==> config.mk <==
export PLATFORM = sky130hd
export DESIGN_NAME = lcsel_cell
export DESIGN_NICKNAME = d
export VERILOG_FILES = /design/src/inc/lcsel_pkg.sv /design/src/rtl/lcsel_cell.sv
export SDC_FILE = /design/constraint.sdc
export NUM_CORES = 1
export LEC_CHECK = 0
export CAP_MARGIN = 15
export CORE_MARGIN = 5
export CORE_UTILIZATION = 64
export CTS_CLUSTER_SIZE = 10
export DETAILED_ROUTE_END_ITERATION = 7
export DONT_BUFFER_PORTS = 1
export GPL_ROUTABILITY_DRIVEN = 0
export PLACE_DENSITY_LB_ADDON = 0.15
export REMOVE_ABC_BUFFERS = 1
export SLEW_MARGIN = 20
export SYNTH_ARGS = -nofsm -noshare
export SYNTH_HDL_FRONTEND = slang
export SYNTH_SLANG_ARGS = --single-unit
==> constraint.sdc <==
create_clock -name sys_clk -period 4.62 [get_ports sys_clk]
set_clock_uncertainty 0.05 [all_clocks]
set_input_delay 0.924 -clock sys_clk [delete_from_list [all_inputs] [get_ports sys_clk]]
set_output_delay 0.924 -clock sys_clk [all_outputs]
set_load 0.01 [all_outputs]
==> src/inc/lcsel_pkg.sv <==
// constants, field layout and config type of the carry-select logic cell
package lcsel_pkg;

  // register offsets (byte addresses)
  localparam logic [7:0]  OFS_CONFIG       = 8'h00;
  localparam logic [7:0]  OFS_LUT          = 8'h04;
  localparam logic [7:0]  OFS_STATUS       = 8'h08;

  // config register field positions
  localparam int          CFG_MODE_LSB     = 0;
  localparam int          CFG_REGTYPE_LSB  = 2;
  localparam int          CFG_USE_CARRY    = 4;
  localparam int          CFG_CASCADE_SEL  = 5;
  localparam int          CFG_PACKED       = 6;
  localparam int          CFG_PRESET_LOAD  = 7;
  localparam int          CFG_CLK_SEL      = 8;
  localparam int          CFG_OUT_A_SEL    = 9;
  localparam int          CFG_OUT_B_SEL    = 10;
  localparam int          CFG_COUNTER      = 11;
  localparam int          CFG_CHAIN_START  = 12;
  localparam int          CFG_START_CARRY  = 13;

  // status register field positions
  localparam int          ST_Q             = 0;
  localparam int          ST_OUT_A         = 1;
  localparam int          ST_OUT_B         = 2;
  localparam int          ST_CARRY_ZERO    = 3;
  localparam int          ST_CARRY_ONE     = 4;
  localparam int          ST_CLUSTER_CO    = 5;
  localparam int          ST_CASCADE       = 6;

  // reset values
  localparam logic [13:0] CONFIG_RST       = 14'h0000;
  localparam logic [15:0] LUT_RST          = 16'h0000;
  localparam logic        Q_RST            = 1'b0;

  // mode codes; code 3 is illegal and never stored
  localparam logic [1:0]  MODE_NORMAL      = 2'h0;
  localparam logic [1:0]  MODE_ARITH       = 2'h1;
  localparam logic [1:0]  MODE_MULT        = 2'h2;

  // storage element types
  localparam logic [1:0]  REG_D            = 2'h0;
  localparam logic [1:0]  REG_T            = 2'h1;
  localparam logic [1:0]  REG_JK           = 2'h2;
  localparam logic [1:0]  REG_SR           = 2'h3;

  // cells of a cluster that drive the cluster carry out, cluster size and multiplier width
  localparam int          CARRY_GEN_LOW    = 4;
  localparam int          CARRY_GEN_HIGH   = 10;
  localparam int          CLUSTER_CELLS    = 10;
  localparam int          MULT_MAX_BITS    = 16;

  typedef struct packed {
    logic       start_carry;
    logic       chain_start;
    logic       counter;
    logic       out_b_sel;
    logic       out_a_sel;
    logic       clk_sel;
    logic       preset_load;
    logic       packed_reg;
    logic       cascade_sel;
    logic       use_carry;
    logic [1:0] reg_type;
    logic [1:0] mode;
  } lcsel_cfg_t;

endpackage

==> src/rtl/lcsel_cell.sv <==
// carry-select logic cell: lookup function, configurable register, apb config
`timescale 1ns/10ps

// Overview of operation
// RL1 - storage element acts as D, T, JK or SR with selectable clock enable and clear.
// RL2 - combinational selection bypasses the register; lookup result reaches outputs directly.
// RL3 - four operand inputs feed the lookup; operand d is the short path.
// RL4 - two outputs, each independently chooses lookup result or stored value.
// RL5 - exactly one of normal, arithmetic or multiplier mode; inputs routed per mode.
// RL6 - normal and arithmetic modes take register controls from cluster-wide lines.
// RL7 - normal mode lookup takes carry input or operand c in one position.
// RL8 - normal mode lookup result drives fast cascade link into next cell's operand d.
// RL9 - when carry feeds the lookup, no independent packed register is offered.
// RL10 - arithmetic mode: two sum lookups for carry zero/one, two carry lookups from a,b.
// RL11 - cluster carry picks chain; that chain's level picks the precomputed sum.
// RL12 - adder output is operand a plus operand b plus selected carry.
// RL13 - each chain input selects its own carry output, forwarded to next cell.
// RL14 - arithmetic mode offers clock enable, counter enable, up/down, sync clear, sync load.
// RL15 - counter enable and up/down come from operand inputs, not cluster lines.
// RL16 - sync clear and sync load are cluster-wide and act on every register; the cell ignores both in multiplier mode.
// RL17 - only the fourth and tenth cells generate the cluster carry output.
// RL18 - a carry-select chain may start at any cell of a cluster.
// RL19 - multi-cluster chains hop from even to next even or odd to next odd cluster.
// RL20 - multiplier mode sums two adjacent cross partial products in one stage, up to 16x16.
// RL21 - multiplier mode repurposes first clock enable and preset line as product controls.
// RL22 - multiplier carry runs vertically; sum leaves with both carries, comb or registered.
// RL23 - async clear together with preset or async load leaves the register cleared.
// RL24 - two cluster clock enables, each paired with its own clock selection.
// RL25 - mode and register type are fixed configuration, not changed during operation.
module lcsel_cell #(
  parameter int CELL_INDEX = 1
) (
  // clock and reset
  input  wire logic        sys_clk,
  input  wire logic        sys_rst,
  // apb slave
  input  wire logic        psel,
  input  wire logic        penable,
  input  wire logic        pwrite,
  input  wire logic [7:0]  paddr,
  input  wire logic [31:0] pwdata,
  output logic             pready,
  output logic [31:0]      prdata,
  output logic             pslverr,
  // operand inputs
  input  wire logic        operand_a_input,
  input  wire logic        operand_b_input,
  input  wire logic        operand_c_input,
  input  wire logic        operand_d_input,
  // carry and cascade inputs from the previous cell
  input  wire logic        carry_zero_chain_in,
  input  wire logic        carry_one_chain_in,
  input  wire logic        cluster_carry_in,
  input  wire logic        fast_cascade_link_in,
  // cluster-wide control lines and the cell clock enable
  input  wire logic        cluster_clock_enable_first,
  input  wire logic        cluster_clock_enable_second,
  input  wire logic        cell_clock_enable,
  input  wire logic        cluster_async_clear,
  input  wire logic        preset_async_load_line,
  input  wire logic        cluster_sync_clear,
  input  wire logic        cluster_sync_load,
  // cell outputs
  output logic             cell_out_primary,
  output logic             cell_out_secondary,
  output logic             fast_cascade_link_out,
  output logic             carry_zero_chain_out,
  output logic             carry_one_chain_out,
  output logic             cluster_carry_out
);

  typedef struct packed {
    lcsel_pkg::lcsel_cfg_t cfg;
    logic [15:0]           lut_mask;
    logic                  q;
    logic [31:0]           prdata;
    logic                  pslverr;
  } lcsel_state_t;

  lcsel_state_t state;
  lcsel_state_t next_state;

  // datapath nets
  logic       carry_zero_eff;
  logic       carry_one_eff;
  logic       cluster_carry_eff;
  logic       lut_pos_c;
  logic       lut_pos_d;
  logic       lut_result;
  logic       sum_if_zero;
  logic       sum_if_one;
  logic       cout_if_zero;
  logic       cout_if_one;
  logic       selected_carry;
  logic       comb_result;
  logic       reg_data;
  logic       reg_second;
  logic       clock_enable;
  logic       count_hold;
  logic       cross_product_one;
  logic       cross_product_two;
  logic       carry_zero_out_int;
  logic       carry_one_out_int;
  logic       cluster_carry_int;
  logic       setup_phase;
  logic       access_write;
  logic [1:0] wr_mode;
  logic [31:0] status_word;

  localparam bit CARRY_GEN_CELL = (CELL_INDEX == lcsel_pkg::CARRY_GEN_LOW) ||
                                  (CELL_INDEX == lcsel_pkg::CARRY_GEN_HIGH);

  // a chain that starts here ignores the three carry inputs the previous cell drives
  assign carry_zero_eff    = state.cfg.chain_start ? 1'b0 : carry_zero_chain_in;  // see RL18
  assign carry_one_eff     = state.cfg.chain_start ? 1'b1 : carry_one_chain_in;  // see RL18
  assign cluster_carry_eff = state.cfg.chain_start ? state.cfg.start_carry : cluster_carry_in;  // see RL18

  // normal mode lookup: operand d is the short path, optionally the cascade from above
  assign lut_pos_c  = state.cfg.use_carry ? cluster_carry_eff : operand_c_input;  // see RL7
  assign lut_pos_d  = state.cfg.cascade_sel ? fast_cascade_link_in : operand_d_input;  // see RL3 see RL8
  assign lut_result = state.lut_mask[{lut_pos_d, lut_pos_c, operand_b_input, operand_a_input}];  // see RL3

  // multiplier cross products; the two repurposed cluster lines gate them
  assign cross_product_one = operand_a_input & operand_d_input & cluster_clock_enable_first;  // see RL21
  assign cross_product_two = operand_b_input & operand_c_input & preset_async_load_line;  // see RL20 see RL21

  // four two-input lookups of the arithmetic and multiplier modes
  always_comb begin
    sum_if_zero  = 1'b0;
    sum_if_one   = 1'b0;
    cout_if_zero = 1'b0;
    cout_if_one  = 1'b0;
    unique case (state.cfg.mode)
      lcsel_pkg::MODE_ARITH: begin
        if (state.cfg.counter) begin
          // counter bit: carry means count; direction from operand d
          sum_if_zero  = state.q;
          sum_if_one   = ~state.q;
          cout_if_zero = 1'b0;
          cout_if_one  = operand_d_input ? state.q : ~state.q;  // see RL14 see RL15
        end else begin
          sum_if_zero  = operand_a_input ^ operand_b_input;  // see RL10
          sum_if_one   = ~(operand_a_input ^ operand_b_input);  // see RL10
          cout_if_zero = operand_a_input & operand_b_input;  // see RL10
          cout_if_one  = operand_a_input | operand_b_input;  // see RL10
        end
      end
      lcsel_pkg::MODE_MULT: begin
        sum_if_zero  = cross_product_one ^ cross_product_two;  // see RL20
        sum_if_one   = ~(cross_product_one ^ cross_product_two);  // see RL20
        cout_if_zero = cross_product_one & cross_product_two;  // see RL20
        cout_if_one  = cross_product_one | cross_product_two;  // see RL20
      end
      default: begin
        sum_if_zero  = 1'b0;
        sum_if_one   = 1'b0;
        cout_if_zero = 1'b0;
        cout_if_one  = 1'b0;
      end
    endcase
  end

  // cluster carry picks a chain, that chain's level picks the sum
  assign selected_carry = cluster_carry_eff ? carry_one_eff : carry_zero_eff;  // see RL11
  assign comb_result    = (state.cfg.mode == lcsel_pkg::MODE_NORMAL) ? lut_result :
                          (selected_carry ? sum_if_one : sum_if_zero);  // see RL11 see RL12 see RL5

  // each chain input selects its own carry out toward the next bit
  assign carry_zero_out_int = carry_zero_eff ? cout_if_one : cout_if_zero;  // see RL13
  assign carry_one_out_int  = carry_one_eff ? cout_if_one : cout_if_zero;  // see RL13

  // cluster carry leaves only at the two generation cells; the fabric routes it two clusters on
  assign cluster_carry_int = CARRY_GEN_CELL ?
                             (cluster_carry_eff ? carry_one_out_int : carry_zero_out_int) : 1'b0;  // see RL17 see RL19

  // register data: packing lets operand c feed it, but not while the carry uses the lookup
  always_comb begin
    reg_data   = comb_result;
    reg_second = operand_b_input;
    if (state.cfg.mode == lcsel_pkg::MODE_NORMAL && state.cfg.packed_reg && !state.cfg.use_carry) begin
      reg_data = operand_c_input;  // see RL9 see RL4
    end
  end

  // multiplier mode owns the first enable, so only the second one clocks there
  always_comb begin
    if (state.cfg.mode == lcsel_pkg::MODE_MULT) begin
      clock_enable = cluster_clock_enable_second & cell_clock_enable;  // see RL21
    end else if (state.cfg.clk_sel) begin
      clock_enable = cluster_clock_enable_second & cell_clock_enable;  // see RL24 see RL6
    end else begin
      clock_enable = cluster_clock_enable_first & cell_clock_enable;  // see RL24 see RL6
    end
  end

  // counter enable low freezes a counting bit
  assign count_hold = (state.cfg.mode == lcsel_pkg::MODE_ARITH) && state.cfg.counter && !operand_c_input;  // see RL14 see RL15

  // apb decode
  assign setup_phase  = psel && !penable;
  assign access_write = psel && penable && pwrite;
  assign wr_mode      = pwdata[lcsel_pkg::CFG_MODE_LSB +: 2];

  always_comb begin
    status_word = 32'h0000_0000;
    status_word[lcsel_pkg::ST_Q]          = state.q;
    status_word[lcsel_pkg::ST_OUT_A]      = cell_out_primary;
    status_word[lcsel_pkg::ST_OUT_B]      = cell_out_secondary;
    status_word[lcsel_pkg::ST_CARRY_ZERO] = carry_zero_out_int;
    status_word[lcsel_pkg::ST_CARRY_ONE]  = carry_one_out_int;
    status_word[lcsel_pkg::ST_CLUSTER_CO] = cluster_carry_int;
    status_word[lcsel_pkg::ST_CASCADE]    = fast_cascade_link_out;
  end

  // next state
  always_comb begin
    next_state = state;

    // storage element, priority: async clear, preset/load, sync clear, sync load, enable
    if (cluster_async_clear) begin
      next_state.q = 1'b0;  // see RL23 see RL1
    end else if (preset_async_load_line && state.cfg.mode != lcsel_pkg::MODE_MULT) begin
      next_state.q = state.cfg.preset_load ? operand_a_input : 1'b1;  // see RL6
    end else if (cluster_sync_clear && state.cfg.mode != lcsel_pkg::MODE_MULT) begin
      next_state.q = 1'b0;  // see RL16 see RL14
    end else if (cluster_sync_load && state.cfg.mode != lcsel_pkg::MODE_MULT) begin
      next_state.q = operand_a_input;  // see RL16 see RL14
    end else if (clock_enable && !count_hold) begin
      unique case (state.cfg.reg_type)
        lcsel_pkg::REG_D:  next_state.q = reg_data;  // see RL1
        lcsel_pkg::REG_T:  next_state.q = state.q ^ reg_data;  // see RL1
        lcsel_pkg::REG_JK: next_state.q = (reg_data & ~state.q) | (~reg_second & state.q);  // see RL1
        lcsel_pkg::REG_SR: next_state.q = (reg_data & reg_second) ? state.q : (reg_data | (state.q & ~reg_second));
      endcase
    end

    // apb: read data captured in setup, so it is flop-driven during access
    if (setup_phase) begin
      next_state.pslverr = 1'b0;
      next_state.prdata  = 32'h0000_0000;
      unique case (paddr)
        lcsel_pkg::OFS_CONFIG: next_state.prdata = {18'h00000, state.cfg};
        lcsel_pkg::OFS_LUT:    next_state.prdata = {16'h0000, state.lut_mask};
        lcsel_pkg::OFS_STATUS: begin
          next_state.prdata  = status_word;
          next_state.pslverr = pwrite;
        end
        default:               next_state.pslverr = 1'b1;
      endcase
    end

    // configuration is meant to be set while the cell is idle
    if (access_write) begin
      unique case (paddr)
        lcsel_pkg::OFS_CONFIG: begin
          next_state.cfg = pwdata[13:0];  // see RL25 see RL1
          // the unused code would leave no mode active, keep the old one
          if (wr_mode == 2'h3) begin
            next_state.cfg.mode = state.cfg.mode;  // see RL5
          end
        end
        lcsel_pkg::OFS_LUT:    next_state.lut_mask = pwdata[15:0];
        default:               next_state.lut_mask = state.lut_mask;
      endcase
    end
  end

  always_ff @(posedge sys_clk) begin
    if (sys_rst) begin
      state.cfg      <= lcsel_pkg::CONFIG_RST;
      state.lut_mask <= lcsel_pkg::LUT_RST;
      state.q        <= lcsel_pkg::Q_RST;
      state.prdata   <= 32'h0000_0000;
      state.pslverr  <= 1'b0;
    end else begin
      state <= next_state;
    end
  end

  // outputs
  assign pready                = 1'b1;
  assign prdata                = state.prdata;
  assign pslverr               = state.pslverr;
  assign cell_out_primary      = state.cfg.out_a_sel ? state.q : comb_result;  // see RL4 see RL2 see RL22
  assign cell_out_secondary    = state.cfg.out_b_sel ? state.q : comb_result;  // see RL4 see RL2
  assign fast_cascade_link_out = (state.cfg.mode == lcsel_pkg::MODE_NORMAL) ? lut_result : 1'b0;  // see RL8
  assign carry_zero_chain_out  = carry_zero_out_int;  // see RL22
  assign carry_one_chain_out   = carry_one_out_int;  // see RL22
  assign cluster_carry_out     = cluster_carry_int;

endmodule // lcsel_cell

==> reports/results.txt, run 1 <==
Outcome - completed
H-Tree Level Count - 2
Clk sinks - 48
Initial Util - 65.2%
Final setup TNS - 0 ns
Vias - 2387
Minimum clock period - 3.74 ns
Hold Path Class - reg -> reg
Pwr dens - 264 nW/um2
Clock group share of total power - 40.8%
Router iterations before antenna repair - 4
Critical path type - in -> reg
IO Port Bufs - 0
Power Total - 0.775 mW
Gr usage total - 22.4%
Number of hold buffers added after cts - 0
CTS root buffer - clkbuf_8
Final WL - 6920 um
Ant diodes - 0
Synthesized instance count - 374
ANT nets after route - 0
Synth Cell Area - 3060 um2
Max Cap Viol - 0
CP cell instances - and3_1, ha_1, or4bb_1, a211o_1, o2111ai_2, or2_4, nor2_1, a21oi_1, ha_1, nor2_1, a2111oi_0, nand2_1, o31a_1, o211ai_1, nand3_1
Critical path arrival - 3.89 ns
Layout cell share with drive strength beyond 1 - 4.39%
Row cnt - 25
WL/cell - 17.5 um
CTS tree - done
Combinational Power Share - 5.3%
Final-report hold violation count - 0
Sw power - 0.181 mW
Post-CTS Setup Inserts - 0
Layout Area Growth over Synthesis - -3.92%
Peak Freq - 0.267 GHz
Die span in x - 79.2 um
Area contributors post-synth - dfxtp_1 (31%), mux2i_1 (10%), buf_4 (8.6%)
CTS Buf Count - 5
Dpl hpwl - 5100 um
Clk_lat worst skew - 0.31 ns
Synth top area share - 31.4%
First-pass GRT wire length - 11000 um
RSZ-0062 raised after global routing - no
Mapped Avg Cell Area - 8.18 um2
Leading area contributor after synthesis - dfxtp_1
Die Y - 79.2 um
YS warnings - 0
Crit end category - flop
Slew HR - 32.3%
Critical Path RT - 4.77 ns
Critical Path Fanout Max - 5
Reg power frac - 53.9%
Startpoint Class - input port
Clock Path Buffers - 2
# DRC - 0
Via density - 6.03
EDFF count, synth - 0
Initial antenna violation count - 0
Synth async-reset ratio - 0%
CP max stage delay - 0.50 ns
Slowest stage cell, crit path - or4bb_1
Total gr overflow - 0
Sw Ratio - 23.3%
Post-synth top flop - dfxtp_1
Largest delay contributor family on the critical path - compound AO/OA/AOI/OAI gates
Largest net degree at the start of global routing - 49
Layout Nets - 409
Post-synthesis sequential area ratio - 31.4%
Ports - 100
Worst Max-Slew Pin Slew - 1.01 ns
Unique masters post-synth - 52
Layout fillers - 424
Die footprint - 6260 um2
#FFs+latches synth - 48
Number of global-route vias before repair - 2276
Worst IR Drop VDD - 0.194 mV
Pint - 0.595 mW
Final setup violation count - 0
Fin. max-slew vios - 0
1st-iter DRT viols - 148
Worst-path clk slew - 0.09 ns
WP buf/inv - 0
Cts repair resizes - 0
Period Utilization, post-route - 80.9%
Static leakage - 1.09 nW
Core area - 4690 um2
registers in the layout, summed over array words and instances, names as in the netlist:
| name | cells |
|---|---|
| prdata | 16 |
| pslverr | 1 |
| state | 31 |
cell usage after synthesis (2+ instances only):
library cell   n
a22o_1         2
and3b_1        2
buf_1          2
buf_4         35
o2bb2ai_1      3
a211oi_1       4
o2111ai_1      2
nor2_1        38
nand4_1        2
nand3_1        3
a21oi_1       31
o21ai_0        8
conb_1         2
dfxtp_1       48
ha_1           8
nor3_1        11
inv_1         17
mux4_1         4
nor2b_1        8
a211o_1        2
nor4_1         3
buf_6          2
or3_1          2
nand2_1       46
o21a_1         3
a22oi_1        2
buf_2          5
and3_1         2
o31a_1         2
o211ai_1       6
nand2b_1       5
mux2i_1       31
clkbuf_1      12
o22ai_1        2
nor3_4         2
cell usage in the layout (no fill, tap or decap), types with 3 or more instances in the layout:
| master | instances |
|---|---|
| a211oi_1 | 4 |
| a21oi_1 | 31 |
| clkbuf_8 | 5 |
| conb_1 | 18 |
| dfxtp_1 | 48 |
| ha_1 | 8 |
| inv_1 | 17 |
| mux2i_1 | 31 |
| mux4_1 | 4 |
| nand2_1 | 46 |
| nand2b_1 | 5 |
| nand3_1 | 3 |
| nor2_1 | 38 |
| nor2b_1 | 8 |
| nor3_1 | 11 |
| nor4_1 | 3 |
| o211ai_1 | 6 |
| o21a_1 | 3 |
| o21ai_0 | 8 |
| o2bb2ai_1 | 3 |
cell families after synthesis:
logic type	after synthesis	share of synthesized area, %
AO/OA/AOI/OAI	75	16.3
XOR/XNOR	1	0.286
adder cells (fa/ha/maj)	8	3.27
buffers and inverters	73	13.9
flip-flops	48	31.4
multiplexers	36	13.9
other	2	0.245
AND/OR/NAND/NOR	131	20.6
worst reg2reg max path, delay by kind of cell (launching register included):
| kind | cells | cell delay [ns] |
|---|---|---|
| AO/OA/AOI/OAI | 6 | 1.36 |
| AND/OR/NAND/NOR | 6 | 0.96 |
| adder cells (fa/ha/maj) | 2 | 0.48 |
| flip-flops | 1 | 0.42 |
| buffers and inverters | 1 | 0.09 |
worst paths after layout:
kind / startpoint / to / slack, ns / cells past startpoint
hold / removal: state[42] / state[42] / 0.42 / 2
setup / recovery: cluster_clock_enable_first / state[33] / 0.88 / 15
hold reg to reg: state[42] / state[42] / 0.42 / 2
setup reg to reg: state[50] / state[33] / 1.14 / 15
power groups by stage:
stage / clock, mW / combinational, mW / sequential (mW)
CTS: 0.322 / 0.0401 / 0.418
global placement: 0 / 0.0394 / 0.427
global route: 0.338 / 0.0452 / 0.418
floorplan: 0 / 0.0348 / 0.427
finish: 0.317 / 0.0409 / 0.418
detailed placement: 0 / 0.0399 / 0.428
per-stage QoR:
step	std cells	setup WS (ns)	cell area [um2]	hold slack [ns]	utilization [%]
2_1_floorplan	334	0.845	2760	0.388	-
3_3_place_gp	388	0.548	2830	0.396	60.2
3_5_place_dp	388	0.566	2830	0.408	60.2
4_1_cts	396	0.874	2940	0.421	62.7
5_1_grt	396	0.674	2940	0.448	62.7
6_report	396	0.880	2940	0.420	62.7
layout make-up:
cell class / instances / area [um2] / share of cell area (%)
Clock buffer: 5 / 68.8 / 2.34
Clock inverter: 3 / 46.3 / 1.57
Inverter: 17 / 63.8 / 2.17
Multi-Input combinational cell: 269 / 1730 / 58.9
Sequential cell: 48 / 961 / 32.7
Tap cell: 54 / 67.6 / 2.30
metal layers:
layer | track usage, % | vias to the layer above | wire length [um]
met5 | 0 | - | 0
met4 | 8.25 | 0 | 148
met3 | 8.05 | 14 | 605
met2 | 33.5 | 73 | 3090
met1 | 29.6 | 1115 | 3070
li1 | - | 1185 | -
Note: power is estimated with default switching activity, not from simulation.
==> inputs of run 2 (changes only) <==
==> constraint.sdc (replaced) <==
create_clock -name sys_clk -period 3.6 [get_ports sys_clk]
set_clock_uncertainty 0.05 [all_clocks]
set_input_delay 0.72 -clock sys_clk [delete_from_list [all_inputs] [get_ports sys_clk]]
set_output_delay 0.72 -clock sys_clk [all_outputs]
set_load 0.01 [all_outputs]
==> run 2 against run 1 <==
Register-to-register slack lost 0.80 ns. Combinational power rose by 30%. Wire length up 1.1%. Count of clock-buffer cells in the layout is the same. Via count is 1.5% higher. Largest power group unchanged. Highest routed layer unchanged.
==> reports/results.txt, run 2 (synthesized netlist as in run 1, its figures left out) <==
Outcome - completed
Largest net degree at the start of global routing - 49
Row cnt - 25
CP max stage delay - 0.50 ns
Critical path depth - 16
Commonest non-fill, non-tap cell in the layout - dfxtp_1
Die span in x - 79.2 um
Final WL - 6990 um
Initial antenna violation count - 0
WL/cell - 17.4 um
Pwr dens - 350 nW/um2
Reg2Reg Depth - 16
Critical Path Fanout Max - 2
Core area - 4690 um2
CP cell instances - and3_1, ha_1, or4bb_1, a211o_1, o2111ai_2, or2_4, nor2_1, a21oi_1, ha_1, nor2_1, a2111oi_2, buf_4, a311oi_1, o31a_1, o211ai_1, nand3_1
Initial Util - 65.2%
Final-report hold violation count - 0
Slowest stage cell, crit path - or4bb_1
Setup crit end - state[33]
Slew HR - 34.9%
Worst IR Drop VDD - 0.221 mV
IO Port Bufs - 0
Layout cell share with drive strength beyond 1 - 6.32%
Minimum clock period - 3.32 ns
Largest register FFs - 31
Largest delay contributor family on the critical path - simple AND/OR/NAND/NOR gates
Clock Path Buffers - 2
CTS tree - done
WL met3 - 678 um
Layout Nets - 415
WL met2 - 3240 um
Period Utilization, post-route - 92.4%
M1 WL - 2960 um
Peak Freq - 0.301 GHz
Gr usage total - 22.6%
Worst flop-to-flop path endpoint - state[33]
Die footprint - 6260 um2
Clk sinks - 48
Design area - 3010 um2
WP buf/inv - 1
Crit Reg-Reg Startpoint - state[50]
Router iterations before antenna repair - 4
Layout Area Growth over Synthesis - -1.51%
Critical Path RT - 3.79 ns
H-Tree Level Count - 2
Post-Place Cells - 394
Worst-path clk slew - 0.09 ns
Max Cap Viol - 0
Ant diodes - 0
1st-iter DRT viols - 178
Area post-placement - 2870 um2
Critical path origin - cluster_clock_enable_first
Most frequent cells in the layout - dfxtp_1 (48), nand2_1 (46), nor2_1 (38)
Startpoint Class - input port
CTS Buf Count - 5
Die Y - 79.2 um
# DRC - 0
Final setup violation count - 0
CTS root buffer - clkbuf_8
Worst R2R Setup Slack - 0.34 ns
Number of global-route vias before repair - 2276
Top Layer Used - met4
Number of hold buffers added after cts - 0
Critical path arrival - 3.52 ns
ANT nets after route - 0
RSZ-0062 raised after global routing - no
Static leakage - 1.14 nW
Largest registers - state (31), prdata (16), pslverr (1)
Clk_lat worst skew - 0.30 ns
Ports - 100
Dpl hpwl - 5190 um
Crit end category - flop
Fin. max-slew vios - 0
Worst Max-Slew Pin Slew - 0.976 ns
Critical path type - in -> reg
Most flops, register - state
Via density - 6.03
Hold Path Class - reg -> reg
Vias - 2423
First-pass GRT wire length - 11200 um
Final cell count without fillers - 402
Total gr overflow - 0
run 2: through the flow:
step / utilization, % / total power [mW] / setup TNS, ns / setup slack [ns] / hold WS, ns
2_1_floorplan: - / 0.593 / 0 / 0.0288 / 0.388
3_3_place_gp: 61.2 / 0.600 / -0.102 / -0.102 / 0.396
3_5_place_dp: 61.2 / 0.601 / -0.149 / -0.149 / 0.406
4_1_cts: 64.1 / 1.07 / 0 / 0.137 / 0.412
5_1_grt: 64.2 / 1.10 / 0 / 0.0741 / 0.403
6_report: 64.2 / 1.06 / 0 / 0.275 / 0.417
run 2: final cells by class:
cell class	count	area, um2
fill	429	1680
multi-input combinational	269	1740
sequential	48	961
inverter	17	63.8
timing repair buffer	6	45.0
clock buffer	5	68.8
clock inverter	3	68.8
tap	54	67.6
run 2: worst min path at each step:
| stage | startpoint | end | slack [ns] | cells past startpoint |
|---|---|---|---|---|
| 3_3_place_gp | state[35] | state[35] | 0.40 | 2 |
| 5_1_grt | sys_rst | state[43] | 0.40 | 1 |
| 2_1_floorplan | state[39] | state[39] | 0.39 | 2 |
| 6_report | state[42] | state[42] | 0.42 | 2 |
| 4_1_cts | sys_rst | state[43] | 0.41 | 1 |
| 3_5_place_dp | state[42] | state[42] | 0.41 | 2 |
run 2: tightest hold or removal path, stage by stage, from the launching register on:
cell and delay (ns):
dfxtp_1 0.33, nand2_1 0.05, a21oi_1 0.05
run 2: per-layer routing:
metal / global-route usage, % / vias to the layer above
li1: - / 1200
met1: 29.6 / 1117
met2: 36.1 / 95
met3: 6.80 / 11
met4: 6.01 / 0
met5: 0 / -
run 2: power breakdown:
group	internal (mW)	switching (mW)	leakage, nW
sequential	0.533	0.00303	0.387
clock	0.280	0.187	0.0687
combinational	0.0210	0.0323	0.686
run 2: repair_timing:
item                       4_1_cts  5_1_grt
resized for setup                0        2
setup buffers                    0        0
setup endpoints to repair        0        1
==> inputs of run 3 (changes only) <==
--- a/config.mk
+++ b/config.mk
@@ -12,7 +12,7 @@
 export DETAILED_ROUTE_END_ITERATION = 7
 export DONT_BUFFER_PORTS = 1
 export GPL_ROUTABILITY_DRIVEN = 0
-export PLACE_DENSITY_LB_ADDON = 0.15
+export PLACE_DENSITY = 0.86
 export REMOVE_ABC_BUFFERS = 1
 export SLEW_MARGIN = 20
 export SYNTH_ARGS = -nofsm -noshare
==> run 3 against run 2 <==
Global-route usage up 0.50 points. Worst hold slack worse by 0.0032 ns. Total power down 6.6%. Count of clock-buffer cells in the layout unchanged. Core utilization down 0.72 points. Fmax down 2.4%. Critical path depth unchanged. Sequential share of layout area up 0.36 points. Critical endpoint unchanged. Largest cell class unchanged.
==> reports/results.txt, run 3 (synthesized netlist as in run 1, its figures left out) <==
Layout Nets - 414
CP max stage delay - 0.50 ns
Combinational Power Share - 5.3%
Worst-path clk slew - 0.09 ns
CTS tree - done
Worst Max-Slew Pin Slew - 0.954 ns
Slowest stage cell, crit path - or4bb_1
Gr usage total - 23.1%
Reg2Reg Depth - 16
Initial antenna violation count - 0
Layout Area Growth over Synthesis - -2.62%
First-pass GRT wire length - 11500 um
Sw Ratio - 22.7%
Peak Freq - 0.294 GHz
Critical path type - in -> reg
Clock group share of total power - 40.4%
Number of hold buffers added after cts - 0
Hold Path Class - reg -> reg
Row cnt - 25
Crit Reg-Reg Startpoint - state[50]
Clk_lat worst skew - 0.30 ns
Period Utilization, post-route - 94.6%
Minimum clock period - 3.40 ns
Worst R2R Setup Slack - 0.24 ns
1st-iter DRT viols - 225
Die Y - 79.2 um
Clock Path Buffers - 2
Fin. max-slew vios - 0
Ports - 100
Sw power - 0.224 mW
Via density - 6.28
Largest registers - state (31), prdata (16), pslverr (1)
Hold depth - 2
Dpl hpwl - 5370 um
Crit end category - flop
Pint - 0.763 mW
DP Worst Slack - -0.163 ns
Largest register FFs - 31
Commonest non-fill, non-tap cell in the layout - dfxtp_1
Startpoint Class - input port
Critical path arrival - 3.55 ns
Pwr dens - 331 nW/um2
Vias - 2519
Most frequent cells in the layout - dfxtp_1 (48), nand2_1 (46), nor2_1 (38)
Worst flop-to-flop path endpoint - state[33]
Worst setup margin - 0.195 ns
Die footprint - 6260 um2
Final-report hold violation count - 0
Total gr overflow - 0
Design area - 2980 um2
WL/cell - 17.8 um
Critical Path RT - 3.74 ns
Static leakage - 1.13 nW
Ant diodes - 0
IO Port Bufs - 0
Outcome - completed
Final cell count without fillers - 401
Number of global-route vias before repair - 2406
Final setup violation count - 0
Final WL - 7150 um
CP cell instances - and3_1, ha_1, or4bb_1, a211o_1, o2111ai_2, or2_4, nor2_1, a21oi_1, ha_1, nor2_1, a2111oi_1, buf_4, nand2_1, o31a_1, o211ai_1, nand3_1
Min-Delay Endpoint - state[41]
CTS root buffer - clkbuf_8
Clk sinks - 48
Core area - 4690 um2
Critical Path Fanout Max - 2
Initial Util - 65.2%
Hold path start - state[41]
Max Cap Viol - 0
Area post-placement - 2860 um2
Most flops, register - state
Die span in x - 79.2 um
Largest net degree at the start of global routing - 49
RSZ-0062 raised after global routing - no
Reg power frac - 54.3%
Worst IR Drop VDD - 0.285 mV
H-Tree Level Count - 2
Layout cell share with drive strength beyond 1 - 5.76%
Slew HR - 36.4%
ANT nets after route - 0
Post-Place Cells - 393
Router iterations before antenna repair - 4
CTS Buf Count - 5
# DRC - 0
==> run 3: changes by cell type in the layout (fill, tap and decap cells not counted), sizes merged <==
cell    before  now
buf          6    5
clkinv       0    2
bufinv       2    1
inv         18   17
==> run 3: critical path, delay by kind of cell <==
family	cells	cell delay, ns
AOI/OAI and AO/OA	6	1.16
and+or+nand+nor	7	1.04
buffers and inverters	1	0.18
adders and majority gates	2	0.44
==> run 3: final cells by class <==
cell class	count	area (um2)
flip-flops and latches	48	961
repair buffers	5	37.5
fillers	396	1710
inverters	17	63.8
clock buffers	5	68.8
multi-input cells	269	1730
well taps	54	67.6
clock inverters	3	47.5
==> run 3: worst max-delay path by stage <==
| stage | startpoint | to | slack (ns) | cells past startpoint |
|---|---|---|---|---|
| final | cluster_clock_enable_first | state[33] | 0.20 | 16 |
| after global routing | cluster_clock_enable_first | state[33] | 0.06 | 16 |
| after CTS | cluster_clock_enable_first | state[33] | 0.15 | 16 |
| after detailed placement | cluster_clock_enable_first | state[33] | -0.16 | 16 |
| after global placement | cluster_clock_enable_first | state[33] | -0.06 | 16 |
| after floorplan | cluster_clock_enable_first | state[33] | 0.03 | 15 |
==> run 3: timing repair <==
item                                    CTS  global route
setup buffers                             0             0
resized for setup                         0             1
endpoints found under the setup margin    0             1
==> run 3: metal layers <==
layer | vias up | GRT usage [%] | wire length [um]
met5 | - | 0 | 0
met3 | 18 | 8.39 | 667
met4 | 0 | 6.36 | 144
li1 | 1191 | - | -
met1 | 1200 | 27.9 | 2770
met2 | 110 | 38.6 | 3570
==> run 3: stage by stage <==
step,power [mW],util (%),hold WS (ns),TNS (ns)
6_report,0.987,63.5,0.413,0
2_1_floorplan,0.593,-,0.388,0
3_3_place_gp,0.598,61.0,0.397,-0.0635
4_1_cts,0.990,63.5,0.416,0
5_1_grt,1.03,63.5,0.401,0
3_5_place_dp,0.600,61.0,0.404,-0.163
==> run 3: power groups by stage <==
stage | Combinational, mW | Sequential, mW | Clock, mW
2_1_floorplan | 0.0447 | 0.548 | 0
3_3_place_gp | 0.0498 | 0.549 | 0
3_5_place_dp | 0.0512 | 0.549 | 0
4_1_cts | 0.0514 | 0.536 | 0.403
5_1_grt | 0.0588 | 0.537 | 0.433
6_report | 0.0523 | 0.536 | 0.398
